**config.mk**
```make
export PLATFORM = sky130hd
export DESIGN_NAME = hasd_top
export DESIGN_NICKNAME = d
export VERILOG_FILES = /design/src/hasd_pkg.sv /design/src/hasd_sync.sv /design/src/hasd_top.sv
export SDC_FILE = /design/constraint.sdc
export NUM_CORES = 1
export LEC_CHECK = 0
export BUFFER_PORTS_ARGS = -buffer_cell sky130_fd_sc_hd__buf_4
export CAP_MARGIN = 0
export CORE_ASPECT_RATIO = 0.7
export CORE_MARGIN = 2
export CORE_UTILIZATION = 40
export DETAILED_ROUTE_END_ITERATION = 12
export PLACE_DENSITY = 0.78
export SETUP_SLACK_MARGIN = 0.1
export SLEW_MARGIN = 20
export SYNTH_ARGS = -nofsm -noshare
export SYNTH_HDL_FRONTEND = slang
export SYNTH_HIERARCHICAL = 1
export SYNTH_SLANG_ARGS = --single-unit
```
**constraint.sdc**
```tcl
create_clock -name clk_i -period 1.9 [get_ports clk_i]
set_clock_uncertainty 0.2 [all_clocks]
set_input_delay 0.095 -clock clk_i [delete_from_list [all_inputs] [get_ports clk_i]]
set_output_delay 0.095 -clock clk_i [all_outputs]
set_load 0.005 [all_outputs]
```
**src/hasd_pkg.sv**
```systemverilog
package hasd_pkg;

  localparam int unsigned ADDR_W     = 16;
  localparam int unsigned DATA_W     = 16;
  localparam int unsigned LOW_ADDR_W = 12;
  localparam int unsigned SYNC_W     = ADDR_W + DATA_W + 1;

  localparam logic [7:0] REG_CTRL    = 8'h00;
  localparam logic [7:0] REG_DOUT    = 8'h04;
  localparam logic [7:0] REG_DIN     = 8'h08;
  localparam logic [7:0] REG_ADDR    = 8'h0c;
  localparam logic [7:0] REG_CONFIG  = 8'h10;

  localparam int unsigned CTRL_DRIVE_BIT  = 0;
  localparam int unsigned CFG_CLK_LSB     = 0;
  localparam int unsigned CFG_STRAP_BIT   = 2;
  localparam int unsigned CFG_BUSY_BIT    = 3;
  localparam int unsigned CFG_BOOT_LSB    = 4;
  localparam int unsigned CFG_MHZ_LSB     = 8;
  localparam int unsigned CFG_LARGE_BIT   = 16;
  localparam int unsigned CFG_ROLE_BIT    = 17;

  localparam logic [7:0] MHZ_SEL_00 = 8'h0a;
  localparam logic [7:0] MHZ_SEL_01 = 8'h14;
  localparam logic [7:0] MHZ_SEL_10 = 8'h0c;
  localparam logic [7:0] MHZ_SEL_11 = 8'h10;

  typedef enum logic [3:0] {
    BOOT_NONE      = 4'b0001,
    BOOT_IDLE      = 4'b0010,
    BOOT_BC        = 4'b0100,
    BOOT_RT_ONLINE = 4'b1000
  } hasd_boot_t;

  typedef struct packed {
    logic              strap_en;
    logic [DATA_W-1:0] data;
    logic [ADDR_W-1:0] addr;
  } hasd_pins_t;

  typedef struct packed {
    hasd_boot_t        boot;
    logic [1:0]        clk_sel;
    logic              strap_en;
    logic              rt_busy;
    logic [ADDR_W-1:0] addr;
    logic [DATA_W-1:0] din;
    logic [DATA_W-1:0] dout;
    logic              drive;
    logic              ack;
    logic [31:0]       rdat;
  } hasd_state_t;

  localparam hasd_boot_t        RST_BOOT    = BOOT_NONE;
  localparam logic [1:0]        RST_CLK_SEL = 2'h0;
  localparam logic [ADDR_W-1:0] RST_ADDR    = 16'h0000;
  localparam logic [DATA_W-1:0] RST_DATA    = 16'h0000;
  localparam logic [31:0]       RST_RDAT    = 32'h0000_0000;

endpackage

```
**src/hasd_sync.sv**
```systemverilog
`timescale 1ns/100ps
module hasd_sync #(
  parameter int unsigned W = 1
) (
  input  wire logic         clk_i,
  input  wire logic [W-1:0] d_i,
  output logic      [W-1:0] q_o
);

  logic [W-1:0] stage1;

  // Two-stage synchroniser; the first stage feeds only the second.
  always_ff @(posedge clk_i) begin
    stage1 <= d_i;
    q_o    <= stage1;
  end

endmodule

```
**src/hasd_top.sv**
```systemverilog
`timescale 1ns/100ps
// Overview of operation
// - Sixteen-bit two-way host data path.
// - Large-memory part decodes all sixteen address lines.
// - Small part, strap high: top lines address.
// - Small part, strap low: top two lines pick clock.
// - Strap high: third line is address 13.
// - Boot high, terminal-only part starts idle.
// - Boot high, full-role part starts controller.
// - Boot low: terminal online with busy set.
// - Low twelve lines always low address.
module hasd_top #(
  parameter bit LARGE_MEM = 1'b0,
  parameter bit FULL_ROLE = 1'b1
) (
  input  wire logic        clk_i,
  input  wire logic        rst_i,
  input  wire logic [15:0] host_address_lines_i,
  input  wire logic        upper_addr_strap_enable_i,
  input  wire logic [15:0] host_data_lines_i,
  output logic      [15:0] host_data_lines_o,
  output logic      [15:0] host_data_lines_oe_o,
  output logic      [15:0] host_addr_decoded_o,
  output logic      [1:0]  clk_freq_sel_o,
  output logic      [3:0]  boot_mode_o,
  output logic             rt_busy_o,
  output logic             upper_addr_mode_o,
  input  wire logic        wb_cyc_i,
  input  wire logic        wb_stb_i,
  input  wire logic        wb_we_i,
  input  wire logic [7:0]  wb_adr_i,
  input  wire logic [3:0]  wb_sel_i,
  input  wire logic [31:0] wb_dat_i,
  output logic      [31:0] wb_dat_o,
  output logic             wb_ack_o
);

  hasd_pkg::hasd_pins_t  pins_raw;
  hasd_pkg::hasd_pins_t  pins;
  hasd_pkg::hasd_state_t st;
  hasd_pkg::hasd_state_t next_st;

  assign pins_raw.addr     = host_address_lines_i;
  assign pins_raw.data     = host_data_lines_i;
  assign pins_raw.strap_en = upper_addr_strap_enable_i;

  hasd_sync #(
    .W (hasd_pkg::SYNC_W)
  ) u_sync (
    .clk_i (clk_i),
    .d_i   (pins_raw),
    .q_o   (pins)
  );

  // Maps the pins onto the sixteen-bit host address for the held strap.
  function automatic logic [15:0] decode_addr(
    input logic [15:0] a,
    input logic        strap_en
  );
    logic [15:0] r;
    // On the small part with the strap low the top four lines are straps, so they read as zero.
    r = 16'h0000;
    r[11:0] = a[11:0];
    if (LARGE_MEM) begin
      r = a;
    end else if (strap_en) begin
      r[15:14] = a[15:14];
      r[13]    = a[13];
      r[12]    = a[12];
    end
    return r;
  endfunction

  // Clock frequency in MHz for a select code.
  function automatic logic [7:0] sel_mhz(input logic [1:0] s);
    logic [7:0] m;
    m = hasd_pkg::MHZ_SEL_00;
    case (s)
      2'h0:    m = hasd_pkg::MHZ_SEL_00;
      2'h1:    m = hasd_pkg::MHZ_SEL_01;
      2'h2:    m = hasd_pkg::MHZ_SEL_10;
      2'h3:    m = hasd_pkg::MHZ_SEL_11;
      default: m = hasd_pkg::MHZ_SEL_00;
    endcase
    return m;
  endfunction

  // Merges write data into a register under the byte enables.
  function automatic logic [15:0] merge16(
    input logic [15:0] old,
    input logic [31:0] wd,
    input logic [3:0]  sel
  );
    logic [15:0] r;
    r = old;
    if (sel[0]) begin
      r[7:0] = wd[7:0];
    end
    if (sel[1]) begin
      r[15:8] = wd[15:8];
    end
    return r;
  endfunction

  logic        req;
  logic [31:0] cfg_word;

  always_comb begin
    next_st = st;
    req     = wb_cyc_i && wb_stb_i && !st.ack;

    if (rst_i) begin
      next_st.strap_en = pins.strap_en;
      next_st.clk_sel  = hasd_pkg::RST_CLK_SEL;
      next_st.boot     = hasd_pkg::BOOT_NONE;
      next_st.rt_busy  = 1'b0;
      if (!LARGE_MEM && !pins.strap_en) begin
        next_st.clk_sel = pins.addr[15:14];
        // The third line is tied high by the board, so only A12 picks the boot.
        if (pins.addr[12]) begin
          next_st.boot = FULL_ROLE ? hasd_pkg::BOOT_BC : hasd_pkg::BOOT_IDLE;
        end else begin
          next_st.boot    = hasd_pkg::BOOT_RT_ONLINE;
          next_st.rt_busy = 1'b1;
        end
      end
      next_st.addr  = hasd_pkg::RST_ADDR;
      next_st.din   = hasd_pkg::RST_DATA;
      next_st.dout  = hasd_pkg::RST_DATA;
      next_st.drive = 1'b0;
      next_st.ack   = 1'b0;
      next_st.rdat  = hasd_pkg::RST_RDAT;
    end else begin
      next_st.addr = decode_addr(pins.addr, st.strap_en);
      next_st.din  = pins.data;
      next_st.ack  = req;
      if (req && wb_we_i) begin
        case (wb_adr_i)
          hasd_pkg::REG_CTRL: begin
            if (wb_sel_i[0]) begin
              next_st.drive = wb_dat_i[hasd_pkg::CTRL_DRIVE_BIT];
            end
          end
          hasd_pkg::REG_DOUT: begin
            next_st.dout = merge16(st.dout, wb_dat_i, wb_sel_i);
          end
          default: begin
            next_st.dout = st.dout;
          end
        endcase
      end
      if (req && !wb_we_i) begin
        case (wb_adr_i)
          hasd_pkg::REG_CTRL:   next_st.rdat = {31'h0000_0000, st.drive};
          hasd_pkg::REG_DOUT:   next_st.rdat = {16'h0000, st.dout};
          hasd_pkg::REG_DIN:    next_st.rdat = {16'h0000, st.din};
          hasd_pkg::REG_ADDR:   next_st.rdat = {16'h0000, st.addr};
          hasd_pkg::REG_CONFIG: next_st.rdat = cfg_word;
          default:              next_st.rdat = 32'h0000_0000;
        endcase
      end
    end
  end

  always_comb begin
    cfg_word = 32'h0000_0000;
    cfg_word[hasd_pkg::CFG_CLK_LSB +: 2]  = st.clk_sel;
    cfg_word[hasd_pkg::CFG_STRAP_BIT]     = st.strap_en;
    cfg_word[hasd_pkg::CFG_BUSY_BIT]      = st.rt_busy;
    cfg_word[hasd_pkg::CFG_BOOT_LSB +: 4] = st.boot;
    cfg_word[hasd_pkg::CFG_MHZ_LSB +: 8]  = sel_mhz(st.clk_sel);
    cfg_word[hasd_pkg::CFG_LARGE_BIT]     = LARGE_MEM;
    cfg_word[hasd_pkg::CFG_ROLE_BIT]      = FULL_ROLE;
  end

  always_ff @(posedge clk_i) begin
    st <= next_st;
  end

  // Every pin-side port leaves a flip-flop, one register behind the state; wb_dat_o and wb_ack_o come straight from the state.
  logic [15:0] data_out_q;
  logic [15:0] data_oe_q;
  logic [15:0] addr_q;
  logic [1:0]  clk_q;
  logic [3:0]  boot_q;
  logic        busy_q;
  logic        mode_q;

  always_ff @(posedge clk_i) begin
    if (rst_i) begin
      data_out_q <= hasd_pkg::RST_DATA;
      data_oe_q  <= 16'h0000;
      addr_q     <= hasd_pkg::RST_ADDR;
      clk_q      <= hasd_pkg::RST_CLK_SEL;
      boot_q     <= hasd_pkg::RST_BOOT;
      busy_q     <= 1'b0;
      mode_q     <= 1'b0;
    end else begin
      data_out_q <= st.dout;
      data_oe_q  <= {16{st.drive}};
      addr_q     <= st.addr;
      clk_q      <= st.clk_sel;
      boot_q     <= st.boot;
      busy_q     <= st.rt_busy;
      mode_q     <= LARGE_MEM || st.strap_en;
    end
  end

  assign host_data_lines_o    = data_out_q;
  assign host_data_lines_oe_o = data_oe_q;
  assign host_addr_decoded_o  = addr_q;
  assign clk_freq_sel_o       = clk_q;
  assign boot_mode_o          = boot_q;
  assign rt_busy_o            = busy_q;
  assign upper_addr_mode_o    = mode_q;
  assign wb_dat_o             = st.rdat;
  assign wb_ack_o             = st.ack;

endmodule

```
Yosys cells after proc, flatten, opt, wreduce, memory -nomap -nowiden
Index checks and enable logic that the tools add are counted.
- latch bits: 0
- bits in registers: 197
- memories: 0
- word-level logic and storage cells: 45
- bits in read-only memories: 0
- bits of input ports: 82
- output and inout port bits: 89
- memory bits (writable): 0
- bitwise operators: 1
- equality and inequality tests: 7
- order comparisons: 0
- div/mod/pow operators: 0
- $mul: 0
- shift-type cells: 0
- $add $sub $neg: 0
- mux-type cells: 4
- reduce and logical (&&, ||, !) cells: 12
- operators with widths (cell ; count):
    18-bit one-hot mux with 5 select lines ; 1
    8-bit one-hot mux with 4 select lines ; 1
    8-bit by 4-bit equality test with 1-bit output, second input constant ; 2
    3-bit AND reduction ; 3
    8-bit by 3-bit equality test with 1-bit output, second input constant ; 1
    8-bit by 5-bit equality test with 1-bit output, second input constant ; 1
    8-bit zero test ; 1
    2-bit equality test, second input constant ; 2
    1-bit logical AND ; 4
    4-bit 2-to-1 mux ; 1
    2-bit by 1-bit equality test with 1-bit output, second input constant ; 1
    1-bit zero test ; 2
    2-bit zero test ; 1
    2-bit OR reduction ; 1
    1-bit 2-to-1 mux ; 1
    1-bit inverter ; 1

Longest topological paths before layout
- depth after elaboration: 4
- depth in mapped cells: 6
- mapped depth without buffers: 5

Modules after synthesis
The synthesis kept the hierarchy.
- modules (own cells, without submodules) (module ; sequential area each (um^2) ; area each (um^2) ; cells each ; times used):
    hasd_top ; 2302.2 ; 4350.4 ; 403 ; 1
    hasd_sync ; 1321.3 ; 1321.3 ; 66 ; 1

Least setup slack after synthesis
No wires, ideal clock.
- kind: input-to-reg
- start point: in wb_adr_i[0]
- end point: reg st[42] (netlist name)
- buffers on the path: 1
- setup time: 121 ps
- cell stages on the path: 5
- arrival time: 1462 ps
- data required time: 1579 ps
- slack: 118 ps
- cells stage by stage: or4_4 nor3_1 and4_1 buf_4 mux2_2
- longest elaborated chain between the ends: 2
- RTL lines (item ; RTL line ; text):
    from (decl) ; hasd_top.sv:31 ; input wire logic [7:0] wb_adr_i,
    8-bit by 3-bit equality test with 1-bit output ; hasd_top.sv:138 ; case (wb_adr_i)
    3-bit AND reduction (no source line) ; n/a ;
    to (signal assigned) ; hasd_top.sv:177 ; st <= next_st;
    to (decl) ; hasd_top.sv:40 ; hasd_pkg::hasd_state_t st;
No other way between the ends.
A chain may end at the register's enable or synchronous reset.

==> run summary <==
Outcome: completed
Worst hold path class: in2reg
PwrDens: 987.2 mW/mm2
Sw Share: 20.77%
Largest net degree at the start of global routing: 40
Max Root-Sink Buffers: 2
Clock share of power: 43.8%
Critical path cell sequence: dlygate4sd3_1 -> buf_4 -> or3b_4 -> nor4_4 -> buf_4 -> a22oi_1 -> o21ai_1
Crit-path max cell delay: 0.53 ns
Placed cell area: 0.006684 mm2
Final nets: 734
Final non-filler cell area: 0.007929 mm2
Sequential fraction of the synthesis area: 63.89%
Adder-cell share of the synthesized area: 0.8824%
Detailed Place HPWL: 8.547 mm
Post-synthesis mux area share: 6.067%
Top cells by area, synth: dfxtp_1 (61%), nor2b_1 (9.3%), buf_4 (6.6%)
XOR/XNOR share of the synthesized area: 0%
Routed Antenna Nets: 0
Simple-gate area share of the yosys netlist: 15.53%
Synth-to-Final Area Change: 39.80%
Count of cell types in the netlist: 43
Setup tns final: 0 ns
N_diodes: 0
Ports: 171
Wire per inst: 14.47 um
Internal power: 6.202 mW
Routability Congestion: 0.8694
Largest family of logic cells by synthesized area: simple AND/OR/NAND/NOR gates
MaxCap Viol Count: 0
Startpoint Class: input port
Vias/cell: 4.441
Die Y: 103.6 um
Most common cell after layout, fill and taps aside: dfxtp_1
Latest clock arrival within the worst-skew pair: 0.41 ns
H-tree depth: 4
Mapped cell area: 0.005672 mm2
IR drop worst, VDD: 0.6238 mV
P_sw: 1.626 mW
Initial Utilization: 40.88%
Leakage: 3.482 nW
Vias in the first global route: 3,711
CP Data Arrival Time: 1.91 ns
Most common cell type on the critical path: buf_4
Share of layout cells above drive strength 1: 33.79%
Max Clk Rate: 0.5636 GHz
Clock tree root buffer cell: clkbuf_16
Max Slew Vio Count: 0
First drt pass iteration count: 4
CP endpoint kind: register
CTS buffer count: 17
Seq pwr share: 50.3%
Final Cycle Share: 93.38%
Min Tclk post-route: 1.774 ns
Detailed-route wire length: 12.30 mm
Most frequent cells in the layout: dfxtp_1 (172), buf_4 (150), nor2b_1 (84), dlygate4sd3_1 (58), mux2_2 (25)
Comb power frac: 5.9%
DRC: 0
Rows: 36
Async set-reset flop share out of synthesis: 0%
EDFF count, synth: 6
Ys Warns: 6
Die W: 146.3 um
Initial drt markers: 152
Initial antenna violation count: 0
Overall Global Routing Usage: 16.47%
First-pass GRT wire length: 19.35 mm
Synthesized flop and latch total: 178
Reg clk slew, reported paths: 0.07 ns
Critical-path maximum fanout: 12
Port Buf Inserts: 136
Die area: 0.01516 mm2
Post-synth top area cell: dfxtp_1
Clock Sinks: 178
Core area: 0.01387 mm2
Utilization after layout: 57.15%
Global route overflow: 0
Unrepaired setup endpoints after global routing: no
Critical Path Slowest Stage Cell: dlygate4sd3_1
Critical Path RT: 2.04 ns
Final setup viols: 0
Final Hold Fails: 0
Post-synth top flop: dfxtp_1
Synthesized instance count: 469
Crit path kind: in2reg
Routed via count: 3,775
CTS tree: done
Syn avg cell area: 12.09 um2
Top cell type's share of synthesized area: 60.71%
Synth Area in Compound Gates: 5.471%
## cell families (layout without fill, tap and decap cells)
group / Yosys count / after routing
other: 1 / 16
adder cells (fa/ha/maj): 4 / 4
AO/OA/AOI/OAI: 46 / 46
flip-flops: 178 / 178
buffers and inverters: 72 / 248
multiplexers: 30 / 30
AND/OR/NAND/NOR: 138 / 138
## layout make-up
class / instances / area, um2
clock inverters: 9 / 95.09
flip-flops and latches: 178 / 3623
repair buffers: 212 / 1769
multi-input cells: 234 / 1679
well taps: 190 / 237.7
clock buffers: 22 / 505.5
inverters: 5 / 18.77
fillers: 1134 / 5944
## per-layer routing
metal  GRT usage [%]  up-vias  routed length, um
met4           6.033        0                205
met2           26.25      136               5627
met5               0        -                  0
met3           5.330       27                806
met1           21.00     1765               5661
li1                -     1847                  -
## final timing paths
| path | from | to | slack [ns] | cells past startpoint |
|---|---|---|---|---|
| setup reg to reg | wb_ack_o$_SDFF_PP0_ | st[47]$_SDFFE_PP0P_ | 0.20 | 4 |
| hold reg to reg | u_sync/stage1[21]$_DFF_P_ | u_sync/q_o[21]$_DFF_P_ | 0.12 | 0 |
| setup / recovery | rst_i | wb_dat_o[9]$_SDFFE_PP0P_ | 0.13 | 7 |
| hold / removal | wb_adr_i[2] | wb_dat_o[14]$_SDFFE_PP0P_ | 0.04 | 4 |
## power by group through the flow
stage | combinational [mW] | sequential, mW | clock [mW]
floorplan | 0.182 | 4.00 | 0
global placement | 0.342 | 4.02 | 0
detailed placement | 0.349 | 4.02 | 0
CTS | 0.444 | 3.94 | 3.51
global route | 0.502 | 3.95 | 3.67
finish | 0.460 | 3.94 | 3.43
## stage by stage
stage | hold slack, ns | total power [mW] | cells | setup WS (ns)
2_1_floorplan | -0.07728 | 4.185 | 484 | 0.1177
3_3_place_gp | 0.001137 | 4.361 | 758 | -0.03110
3_5_place_dp | 0.0006104 | 4.372 | 758 | -0.04847
4_1_cts | 0.01997 | 7.897 | 847 | 0.1092
5_1_grt | 0.04902 | 8.118 | 850 | 0.07874
6_report | 0.04351 | 7.828 | 850 | 0.1258
## cells in the mapped netlist, types with 2 or more instances
library cell and n:
a21oi_1 5, a22oi_1 15, a32o_1 4, a32oi_1 2, and2_1 6, buf_4 50, clkbuf_1 16, dfxtp_1 172
edfxtp_1 6, ha_1 4, inv_1 5, mux2_2 25, mux2i_1 4, nand2_1 12, nand2_2 2, nand2b_1 3
nand3b_1 6, nor2_1 6, nor2b_1 84, nor3_1 4, nor4_4 2, o211ai_1 2, o21ai_0 6, o21ai_1 9
## registers in the layout, indices dropped and copies added (netlist names)
register,count
st,49
u_sync/q_o,33
u_sync/stage1,33
wb_dat_o,17
host_addr_decoded_o,16
host_data_lines_o,16
cfg_word,6
boot_mode_o,3
clk_freq_sel_o,2
host_data_lines_oe_o,1
upper_addr_mode_o,1
wb_ack_o,1
## timing repair
item,4_1_cts,5_1_grt
hold buffers,58,0
resized for setup,0,7
hold endpoints to repair,72,0
setup endpoints to repair,0,16
setup buffers,0,3
## critical path, delay by kind of cell
kind / cells / cell delay, ns
buf+inv: 3 / 0.92
simple gates: 2 / 0.73
compound gates: 2 / 0.16
Power figures use the tool's default switching activity.
